$ cat src/wdt_pkg.sv
// constants shared by the watchdog / stabilization timer and its prescaler
// assumes an 8-bit register file with byte addresses decoded by the block itself
package wdt_pkg;

	// register addresses
	localparam logic [7:0] ADDR_CONTROL = 8'hDC;
	localparam logic [7:0] ADDR_COUNT   = 8'hDD;

	// control register layout
	localparam int         SIG_MSB         = 7;
	localparam int         SIG_LSB         = 4;
	localparam int         SEL_MSB         = 3;
	localparam int         SEL_LSB         = 2;
	localparam int         BIT_COUNT_CLEAR = 1;
	localparam int         BIT_DIV_CLEAR   = 0;
	localparam logic [3:0] SIG_DISABLE     = 4'hA;
	localparam logic [3:0] SIG_RESET       = 4'h0;
	localparam logic [1:0] SEL_RESET       = 2'h0;
	localparam logic [1:0] CLEAR_BITS_READ = 2'h0;

	// prescaler ratio select codes
	localparam logic [1:0] SEL_DIV_4096 = 2'h0;
	localparam logic [1:0] SEL_DIV_1024 = 2'h1;
	localparam logic [1:0] SEL_DIV_128  = 2'h2;
	localparam logic [1:0] SEL_DIV_16   = 2'h3;

	// divider: 4096 = 2**12, so a 12-bit free-running chain serves every ratio
	localparam int          DIV_WIDTH    = 12;
	localparam logic [11:0] MASK_4096    = 12'hFFF;
	localparam logic [11:0] MASK_1024    = 12'h3FF;
	localparam logic [11:0] MASK_128     = 12'h07F;
	localparam logic [11:0] MASK_16      = 12'h00F;
	localparam logic [11:0] DIV_ZERO     = 12'h000;
	localparam logic [11:0] DIV_ONE      = 12'h001;

	// counter constants
	localparam logic [7:0] COUNT_ZERO = 8'h00;
	localparam logic [7:0] COUNT_ONE  = 8'h01;
	localparam logic [7:0] COUNT_FULL = 8'hFF;
	localparam logic [3:0] NIBBLE_FULL = 4'hF;
	localparam logic [7:0] READ_ZERO  = 8'h00;

	// one-hot operating states
	typedef enum logic [2:0] {
		ST_STABILIZE = 3'b001,
		ST_RUN       = 3'b010,
		ST_STOP      = 3'b100
	} timer_state_t;

endpackage

$ cat src/wdt_prescaler.sv
// prescaler chain for the watchdog timer unit: one registered tick per selected ratio
// assumes clk is the system clock and that clear and run come from the same domain
module wdt_prescaler
	import wdt_pkg::*;
(
	input  wire logic       clk,
	input  wire logic       sys_rst,
	input  wire logic       run,
	input  wire logic       clear,
	input  wire logic [1:0] sel,
	output logic            tick
);

	logic [DIV_WIDTH-1:0] div;
	logic [DIV_WIDTH-1:0] next_div;
	logic [DIV_WIDTH-1:0] mask;
	logic                 next_tick;

	always_comb begin
		case (sel)
			SEL_DIV_4096: mask = MASK_4096;
			SEL_DIV_1024: mask = MASK_1024;
			SEL_DIV_128:  mask = MASK_128;
			SEL_DIV_16:   mask = MASK_16;
			default:      mask = MASK_4096;
		endcase
	end

	always_comb begin
		next_div  = div;
		next_tick = 1'b0;
		if (clear) begin
			next_div = DIV_ZERO;
		end else if (run) begin
			next_div  = div + DIV_ONE;
			// a clear or a stop suppresses the tick so no stray count follows
			next_tick = ((div & mask) == mask);
		end
	end

	always_ff @(posedge clk) begin
		if (sys_rst) begin
			div  <= DIV_ZERO;
			tick <= 1'b0;
		end else begin
			div  <= next_div;
			tick <= next_tick;
		end
	end

endmodule // wdt_prescaler

$ cat src/basic_watchdog_stabilization_timer.sv
// watchdog timer unit: eight-bit count of prescaled clock, watchdog reset, stop wake-up timing
// assumes a register port synchronous to clk and that chip_reset_request is fed back to sys_rst
//
// Notes on behaviour
// - prescaler divides system clock by 4096/1024/128/16
// - eight-bit read-only up-counter at own address
// - reset loads control zero: watchdog on, 4096
// - only signature 1010 disables watchdog reset
// - control bit 1 write clears counter
// - control bit 0 write clears prescaler dividers
// - enabled watchdog resets chip on bit 7 overflow
// - stop ended by reset or interrupt restarts oscillator
// - reset wake uses 4096, interrupt keeps selection
// - bit 3 carry ends stabilization, enables cpu clock
module basic_watchdog_stabilization_timer
	import wdt_pkg::*;
(
	input  wire logic       clk,
	input  wire logic       sys_rst,
	input  wire logic [7:0] reg_addr,
	input  wire logic       reg_wr,
	input  wire logic       reg_rd,
	input  wire logic [7:0] reg_wdata,
	output logic      [7:0] reg_rdata,
	input  wire logic       stop_request,
	input  wire logic       wake_interrupt,
	output logic            osc_enable,
	output logic            cpu_clock_enable,
	output logic            watchdog_enabled,
	output logic            stabilization_done,
	output logic            counter_overflow_pulse,
	output logic            chip_reset_request
);

	// control register fields
	logic [3:0]   ctrl_sig;
	logic [3:0]   next_ctrl_sig;
	logic [1:0]   ctrl_sel;
	logic [1:0]   next_ctrl_sel;

	// counter and operating state
	logic [7:0]   count;
	logic [7:0]   next_count;
	timer_state_t state;
	timer_state_t next_state;

	// registered event outputs and read data
	logic         next_stabilization_done;
	logic         next_counter_overflow_pulse;
	logic         next_chip_reset_request;
	logic [7:0]   next_reg_rdata;
	logic         next_osc_enable;
	logic         next_cpu_clock_enable;
	logic         next_watchdog_enabled;

	// decoded strobes
	logic         wr_ctrl;
	logic         count_clear;
	logic         div_clear;
	logic         wake;
	logic         prescale_run;
	logic         tick;
	logic         nibble_carry;
	logic         count_wrap;
	logic         wd_on;

	// wake cause and the rate actually fed to the prescaler
	logic         reset_wake;
	logic         next_reset_wake;
	logic [1:0]   count_sel;

	assign wr_ctrl      = reg_wr && (reg_addr == ADDR_CONTROL);
	assign count_clear  = wr_ctrl && reg_wdata[BIT_COUNT_CLEAR];
	assign div_clear    = wr_ctrl && reg_wdata[BIT_DIV_CLEAR];
	assign wake         = (state == ST_STOP) && wake_interrupt;
	assign prescale_run = (state != ST_STOP);
	assign wd_on        = (ctrl_sig != SIG_DISABLE);
	assign count_sel    = reset_wake ? SEL_DIV_4096 : ctrl_sel;

	// carry out of bit 3 and out of bit 7 on the counting edge
	assign nibble_carry = tick && (count[3:0] == NIBBLE_FULL);
	assign count_wrap   = tick && (count == COUNT_FULL);

	// the prescaler is restarted on wake so the interval starts from a clean edge
	wdt_prescaler u_prescaler (
		.clk     (clk),
		.sys_rst (sys_rst),
		.run     (prescale_run),
		.clear   (div_clear || wake),
		.sel     (count_sel),
		.tick    (tick)
	);

	// control register: the two clear bits are strobes and are never stored
	always_comb begin
		next_ctrl_sig = ctrl_sig;
		next_ctrl_sel = ctrl_sel;
		if (wr_ctrl) begin
			next_ctrl_sig = reg_wdata[SIG_MSB:SIG_LSB];
			// an interrupt wake keeps this selection, only a reset reloads 4096
			next_ctrl_sel = reg_wdata[SEL_MSB:SEL_LSB];
		end
	end

	always_ff @(posedge clk) begin
		if (sys_rst) begin
			ctrl_sig <= SIG_RESET;
			ctrl_sel <= SEL_RESET;
		end else begin
			ctrl_sig <= next_ctrl_sig;
			ctrl_sel <= next_ctrl_sel;
		end
	end

	// counter: a software clear wins over a tick landing in the same cycle
	always_comb begin
		next_count = count;
		if (count_clear || wake) begin
			next_count = COUNT_ZERO;
		end else if (tick) begin
			// 8'hFF + 1 wraps to zero; with the watchdog off only the overflow pulse follows
			next_count = count + COUNT_ONE;
		end
	end

	always_ff @(posedge clk) begin
		if (sys_rst) begin
			count <= COUNT_ZERO;
		end else begin
			count <= next_count;
		end
	end

	// wake cause: a reset pins the rate to 4096 until its interval ends,
	// so a control write made meanwhile cannot shorten oscillator settling
	always_comb begin
		next_reset_wake = reset_wake;
		if ((state == ST_STABILIZE) && nibble_carry) begin
			next_reset_wake = 1'b0;
		end
	end

	always_ff @(posedge clk) begin
		if (sys_rst) begin
			reset_wake <= 1'b1;
		end else begin
			reset_wake <= next_reset_wake;
		end
	end

	// operating state: a reset always starts a stabilization interval
	always_comb begin
		next_state              = state;
		next_stabilization_done = 1'b0;
		case (state)
			ST_STABILIZE: begin
				if (nibble_carry) begin
					next_state              = ST_RUN;
					next_stabilization_done = 1'b1;
				end
			end
			ST_RUN: begin
				if (stop_request) begin
					next_state = ST_STOP;
				end
			end
			ST_STOP: begin
				if (wake_interrupt) begin
					next_state = ST_STABILIZE;
				end
			end
			default: begin
				next_state = ST_STABILIZE;
			end
		endcase
	end

	always_ff @(posedge clk) begin
		if (sys_rst) begin
			state              <= ST_STABILIZE;
			stabilization_done <= 1'b0;
		end else begin
			state              <= next_state;
			stabilization_done <= next_stabilization_done;
		end
	end

	// overflow events: only raised once the processor clock runs
	always_comb begin
		next_counter_overflow_pulse = 1'b0;
		next_chip_reset_request     = 1'b0;
		if (count_wrap && (state == ST_RUN) && !count_clear) begin
			next_counter_overflow_pulse = 1'b1;
			next_chip_reset_request     = wd_on;
		end
	end

	always_ff @(posedge clk) begin
		if (sys_rst) begin
			counter_overflow_pulse <= 1'b0;
			chip_reset_request     <= 1'b0;
		end else begin
			counter_overflow_pulse <= next_counter_overflow_pulse;
			chip_reset_request     <= next_chip_reset_request;
		end
	end

	// read port: data held until the next read; unmapped addresses read zero
	always_comb begin
		next_reg_rdata = reg_rdata;
		if (reg_rd) begin
			case (reg_addr)
				ADDR_CONTROL: next_reg_rdata = {ctrl_sig, ctrl_sel, CLEAR_BITS_READ};
				ADDR_COUNT:   next_reg_rdata = count;
				default:      next_reg_rdata = READ_ZERO;
			endcase
		end
	end

	always_ff @(posedge clk) begin
		if (sys_rst) begin
			reg_rdata <= READ_ZERO;
		end else begin
			reg_rdata <= next_reg_rdata;
		end
	end

	// status levels registered from the next values so they switch with the state
	always_comb begin
		next_osc_enable       = (next_state != ST_STOP);
		next_cpu_clock_enable = (next_state == ST_RUN);
		next_watchdog_enabled = (next_ctrl_sig != SIG_DISABLE);
	end

	always_ff @(posedge clk) begin
		if (sys_rst) begin
			osc_enable       <= 1'b1;
			cpu_clock_enable <= 1'b0;
			watchdog_enabled <= 1'b1;
		end else begin
			osc_enable       <= next_osc_enable;
			cpu_clock_enable <= next_cpu_clock_enable;
			watchdog_enabled <= next_watchdog_enabled;
		end
	end

endmodule // basic_watchdog_stabilization_timer

$ cat config.mk
export PLATFORM = sky130hd
export DESIGN_NAME = basic_watchdog_stabilization_timer
export DESIGN_NICKNAME = d
export VERILOG_FILES = /design/src/wdt_pkg.sv /design/src/wdt_prescaler.sv /design/src/basic_watchdog_stabilization_timer.sv
export SDC_FILE = /design/constraint.sdc
export NUM_CORES = 1
export LEC_CHECK = 0
export BUFFER_PORTS_ARGS = -buffer_cell sky130_fd_sc_hd__buf_2
export CAP_MARGIN = 40
export CORE_AREA = 2 2 64 66
export CTS_CLUSTER_DIAMETER = 60
export DETAILED_ROUTE_END_ITERATION = 12
export DIE_AREA = 0 0 66 68
export PLACE_DENSITY = 0.84
export SLEW_MARGIN = 20
export SYNTH_ARGS = -nofsm -noshare
export SYNTH_HDL_FRONTEND = slang
export SYNTH_SLANG_ARGS = --single-unit
$ cat constraint.sdc
create_clock -name clk -period 2.03 [get_ports clk]
set_input_delay 0.406 -clock clk [delete_from_list [all_inputs] [get_ports clk]]
set_output_delay 0.406 -clock clk [all_outputs]
set_load 0.03 [all_outputs]
Word level (Yosys, flattened, before mapping):

Index checks and enable logic that the tools add are counted.

* multiplexer cells: 10
* reductions and logical operators: 18
* eq/ne operators: 16
* $add $sub $neg: 2
* bitwise operators: 4

Operators by type and width (number)
* one-hot mux 12 bit (4 select lines): 1
* equality test 8 bit, second input constant: 3
* one-hot mux 8 bit (2 select lines): 1
* adder 12 x 1 -> 12 bit, second input constant: 1
* bitwise AND 12 bit: 1
* equality test 12 bit: 1
* logical AND 1 bit: 9
* two-way mux 3 bit: 3
* one-hot mux 3 bit (3 select lines): 1
* adder 8 x 1 -> 8 bit, second input constant: 1
* != test 4 bit, second input constant: 2
* OR reduction 2 bit: 4
* equality test 3 x 2 -> 1 bit, second input constant: 2
* != test 3 bit, second input constant: 2
* equality test 2 bit, second input constant: 2
* equality test 4 bit, second input constant: 1
* two-way mux 4 bit: 1
* equality test 3 x 1 -> 1 bit, second input constant: 1
* equality test 3 bit, second input constant: 1
* inverter 1 bit: 3
* OR reduction 3 bit: 1
* equality test 2 x 1 -> 1 bit, second input constant: 1
* zero test 2 bit: 1
* logical OR 1 bit: 2
* 3 further kinds: 4

* input port bits: 22
* bits in registers: 45
* logic and storage cells: 64
* output and inout port bits: 14

Longest topological paths before layout:

* depth after elaboration: 7
* mapped depth: 7
* gate-level depth less buffers: 5

Modules after synthesis:

A second synthesis with hierarchy kept.

* cells, all modules: 218
* area total of the unflattened synthesis: 1983.2 um2

By module, submodules not included
* basic_watchdog_stabilization_timer: cells an instance 153, instances 1, seq. area each 640.6 um2, area an instance 1393.8 um2
* wdt_prescaler: cells an instance 65, instances 1, seq. area each 260.2 um2, area an instance 589.3 um2

Worst setup path before layout:

No wires, ideal clock.

* path type: input -> register
* from: in reg_addr[0]
* to: reg u_prescaler.tick
* arrival: 1.464 ns
* data required time: 1.914 ns
* stages: 7
* setup time: 0.116 ns
* setup slack: 0.450 ns
* buffers on the path: 3
* cell sequence: buf_2 > nand2b_1 > nor4_2 > buf_4 > a21bo_2 > buf_4 > nor2_1

* longest elaborated chain between the ends: 5

Ends and longest elaborated chain
* start: declaration: RTL line basic_watchdog_stabilization_timer.sv:20 `input wire logic [7:0] reg_addr,`
* equality test 8 bit: RTL line basic_watchdog_stabilization_timer.sv:72 `assign wr_ctrl = reg_wr && (reg_addr == ADDR_CONTROL);`
* logical AND 1 bit: RTL line basic_watchdog_stabilization_timer.sv:72
* logical AND 1 bit: RTL line basic_watchdog_stabilization_timer.sv:74 `assign div_clear = wr_ctrl && reg_wdata[BIT_DIV_CLEAR];`
* logical OR 1 bit: RTL line basic_watchdog_stabilization_timer.sv:89 `.clear (div_clear || wake),`
* OR reduction 3 bit (no line)
* end signal: assignment: RTL line wdt_prescaler.sv:47 `tick <= next_tick;`
* end: declaration: RTL line wdt_prescaler.sv:11 `output logic tick`

No other way between the ends.
A chain may end at the register's enable or synchronous reset.

Final worst setup path:

* from: reg state[2]
* to: reg u_prescaler.div[11]

* longest elaborated chain between the ends: 4
* elaborated cells on any way between the ends: 5
* classes of those cells: eq/ne (2); reduce/logical (3)

Ends and longest elaborated chain
* start: declaration: RTL line basic_watchdog_stabilization_timer.sv:44 `timer_state_t state;`
* start signal: assignment: RTL line basic_watchdog_stabilization_timer.sv:183 `state <= next_state;`
* equality test 3 bit: RTL line basic_watchdog_stabilization_timer.sv:75 `assign wake = (state == ST_STOP) && wake_interrupt;`
* logical AND 1 bit: RTL line basic_watchdog_stabilization_timer.sv:75
* logical OR 1 bit: RTL line basic_watchdog_stabilization_timer.sv:89
* OR reduction 2 bit (no line)
* end signal: assignment: RTL line wdt_prescaler.sv:46 `div <= next_div;`
* end: declaration: RTL line wdt_prescaler.sv:14 `logic [DIV_WIDTH-1:0] div;`

Several ways; a longest one is shown, not always the timed one.

==> metrics.txt <==
Crit. End Element=flop; GR Overflow Total=0; port bufs=35; CP max stage delay=520 ps; die area=4488 µm²; number of antenna diodes=0; WL/cell=12.24 µm; hold_buf cts=0; RSZ-0062 raised after global routing=false; io pins=36; count of different cell masters after synthesis=42; WL final=3611 µm; Slew Viols, Final=0; Power per Cell Area=659.6 nW/µm²; initial antenna violation count=0; min Tclk post-route=1561 ps; largest net degree at the start of global routing=24; total power=1.491 mW; Fmax=640.5 MHz; vias in the first global route=1400; register area share after synthesis=45.77%; Worst Setup EP=u_prescaler.div[11]$_SDFFE_PP0P_; Tcrit/Tclk final=76.91%; Slowest-stage cell, CP=or4_4; Worst Hold Class=in -> reg; Worst EP required=2270 ps; Total Nets Final=268; count of state elements after synthesis=45; cell breakdown of the critical path=or3b_1 -> nand2_4 -> or4_4 -> a21oi_2; Post-synth ARST share=0%; most frequent cells in the layout=45 x dfxtp_1, 35 x nor2_1, 35 x buf_2; Die X=66 µm; Critical Path Fanout Max=10; post-CTS resize count=0; syn_area_per_cell=9.508 µm²; Synth-to-Final Area Change=14.81%; Post-Synthesis Cell Area=1968 µm²; WS Path Type=reg -> reg; Iteration-0 DRC Markers=45; HPWL after detailed placement=2690 µm; Clk pin slew, worst setup/hold paths=80 ps; worst r2r src=state[2]$_SDFF_PP0_; Core Rows=23; fillers=330; drc violations=0; CP Data Arrival Time=1800 ps; max_slew headroom=73.99%; Core Area=3856 µm²; most common cell after layout, fill and taps aside=dfxtp_1; Post-synth EDFFs=0; share of cells above drive strength 1=25.31%; crit path from=state[2]$_SDFF_PP0_; Clock Tree Root=clkbuf_8; H-tree levels=2; Worst-Margin Slew=390.1 ps; CTS buffer count=5; routed vias/inst=5.278; r2r endpoint=u_prescaler.div[11]$_SDFFE_PP0P_; Initial Utilization=51.04%; cells after synthesis=207; Total GRT Usage=18.10%; setup bufs post-CTS=0; status=completed; Top FF cell, synth=dfxtp_1; clk buf depth=2; Routability Congestion=0.7847; Hold Fails Final Rpt=0; P_leak=0.8952 nW; Clock Latency Late Sink=300 ps; max-cap violation count=0; Pre-Repair DR Iteration Count=4; Routed Antenna Nets=0; vias=1557; startpoint types=flop; clk_skew=5.661 ps; reg-to-reg setup timing slack=470 ps; Sink Count=45; FF-to-FF path depth=4; Setup Viol. Count Final=0; post-synthesis net count=231; TritonCTS clock tree=done; Max VDD drop=0.4749 mV; Yosys warning total=0; first-pass GRT wire length=6216 µm; TNS Setup=0 ps; height of the chip=68 µm
-- cells in the mapped netlist, types with 3 or more instances --
master    instances  share of area (%)
a21oi_1          13                3.3
dfxtp_1          45                 46
mux2_2            6                3.4
mux2i_1           8                4.1
nand2_1          11                2.1
nand2b_1          6                1.9
nand3_1           6                1.5
nand4_1           5                1.6
nor2_1           35                6.7
nor2b_1           7                2.2
nor3_1            7                1.8
o21ai_0           3               0.76
xnor2_1           9                4.0
xor2_1            8                3.6
-- kinds of logic (layout without fill, tap and decap cells) --
family | Yosys count | after routing | share of synthesized area [%]
adder cells (fa/ha/maj) | 2 | 2 | 1.271
multiplexers | 14 | 14 | 7.502
AO/OA/AOI/OAI | 24 | 24 | 7.565
AND/OR/NAND/NOR | 95 | 95 | 27.15
XOR/XNOR | 17 | 17 | 7.566
buffers and inverters | 10 | 48 | 3.179
flip-flops | 45 | 45 | 45.77
-- state kept, by name (all words and copies together), names as in the netlist --
register / cells
watchdog_enabled: 1
counter_overflow_pulse: 1
stabilization_done: 1
reg_rdata: 8
ctrl_sig: 4
reset_wake: 1
chip_reset_request: 1
osc_enable: 1
cpu_clock_enable: 1
count: 8
u_prescaler.tick: 1
ctrl_sel: 2
state: 3
u_prescaler.div: 12
-- worst max-delay path, delay by kind of cell (launching register included) --
family	cells	cell delay (ps)
flops	1	390
compound gates	1	130
simple gates	3	990
-- per-stage QoR --
| stage | setup WS, ps | hold WS, ps | utilization (%) | instance area, µm² | instances |
|---|---|---|---|---|---|
| after global routing | 331.6 | 322.1 | 58.60 | 2260 | 295 |
| after detailed placement | 318.1 | 459.8 | 56.36 | 2173 | 287 |
| after floorplan | 449.9 | 451.8 | - | 1968 | 207 |
| after global placement | 356.2 | 453.6 | 56.36 | 2173 | 287 |
| after CTS | 453.8 | 319.8 | 58.60 | 2260 | 295 |
| final | 468.7 | 326.6 | 58.60 | 2260 | 295 |
-- final cells by class --
| type | count | area [µm²] | area share, % |
|---|---|---|---|
| Timing Repair Buffer | 38 | 197.7 | 8.749 |
| Multi-Input combinational cell | 152 | 1005 | 44.46 |
| Clock inverter | 3 | 17.52 | 0.7752 |
| Tap cell | 50 | 62.56 | 2.769 |
| Sequential cell | 45 | 900.9 | 39.87 |
| Clock buffer | 5 | 68.82 | 3.045 |
| Inverter | 2 | 7.507 | 0.3322 |
-- power breakdown --
group | switching (mW) | internal [mW] | total (mW) | leakage (nW)
sequential | 0.00570 | 0.887 | 0.893 | 0.363
clock | 0.296 | 0.238 | 0.533 | 0.0439
combinational | 0.0356 | 0.0293 | 0.0648 | 0.488
-- layer usage --
layer	vias to the layer above	global-route usage [%]	routed length (µm)
li1	787	-	-
met1	735	22.10	1576
met2	30	30.81	1838
met3	5	5.263	157
met4	0	6.122	38
met5	-	0	0
-- how the worst min path moves through the flow --
stage	end	from	cells past startpoint	slack, ps
2_1_floorplan	reset_wake$_SDFFE_PP1P_	reset_wake$_SDFFE_PP1P_	2	450
3_3_place_gp	reg_rdata[0]$_SDFFE_PP0P_	reg_rdata[0]$_SDFFE_PP0P_	2	450
3_5_place_dp	reg_rdata[1]$_SDFFE_PP0P_	reg_rdata[1]$_SDFFE_PP0P_	2	460
4_1_cts	counter_overflow_pulse$_SDFF_PP0_	reg_wdata[1]	2	320
5_1_grt	counter_overflow_pulse$_SDFF_PP0_	reg_wdata[1]	2	320
6_report	counter_overflow_pulse$_SDFF_PP0_	reg_wdata[1]	2	330
No activity file was read; power rests on OpenSTA's default activity.
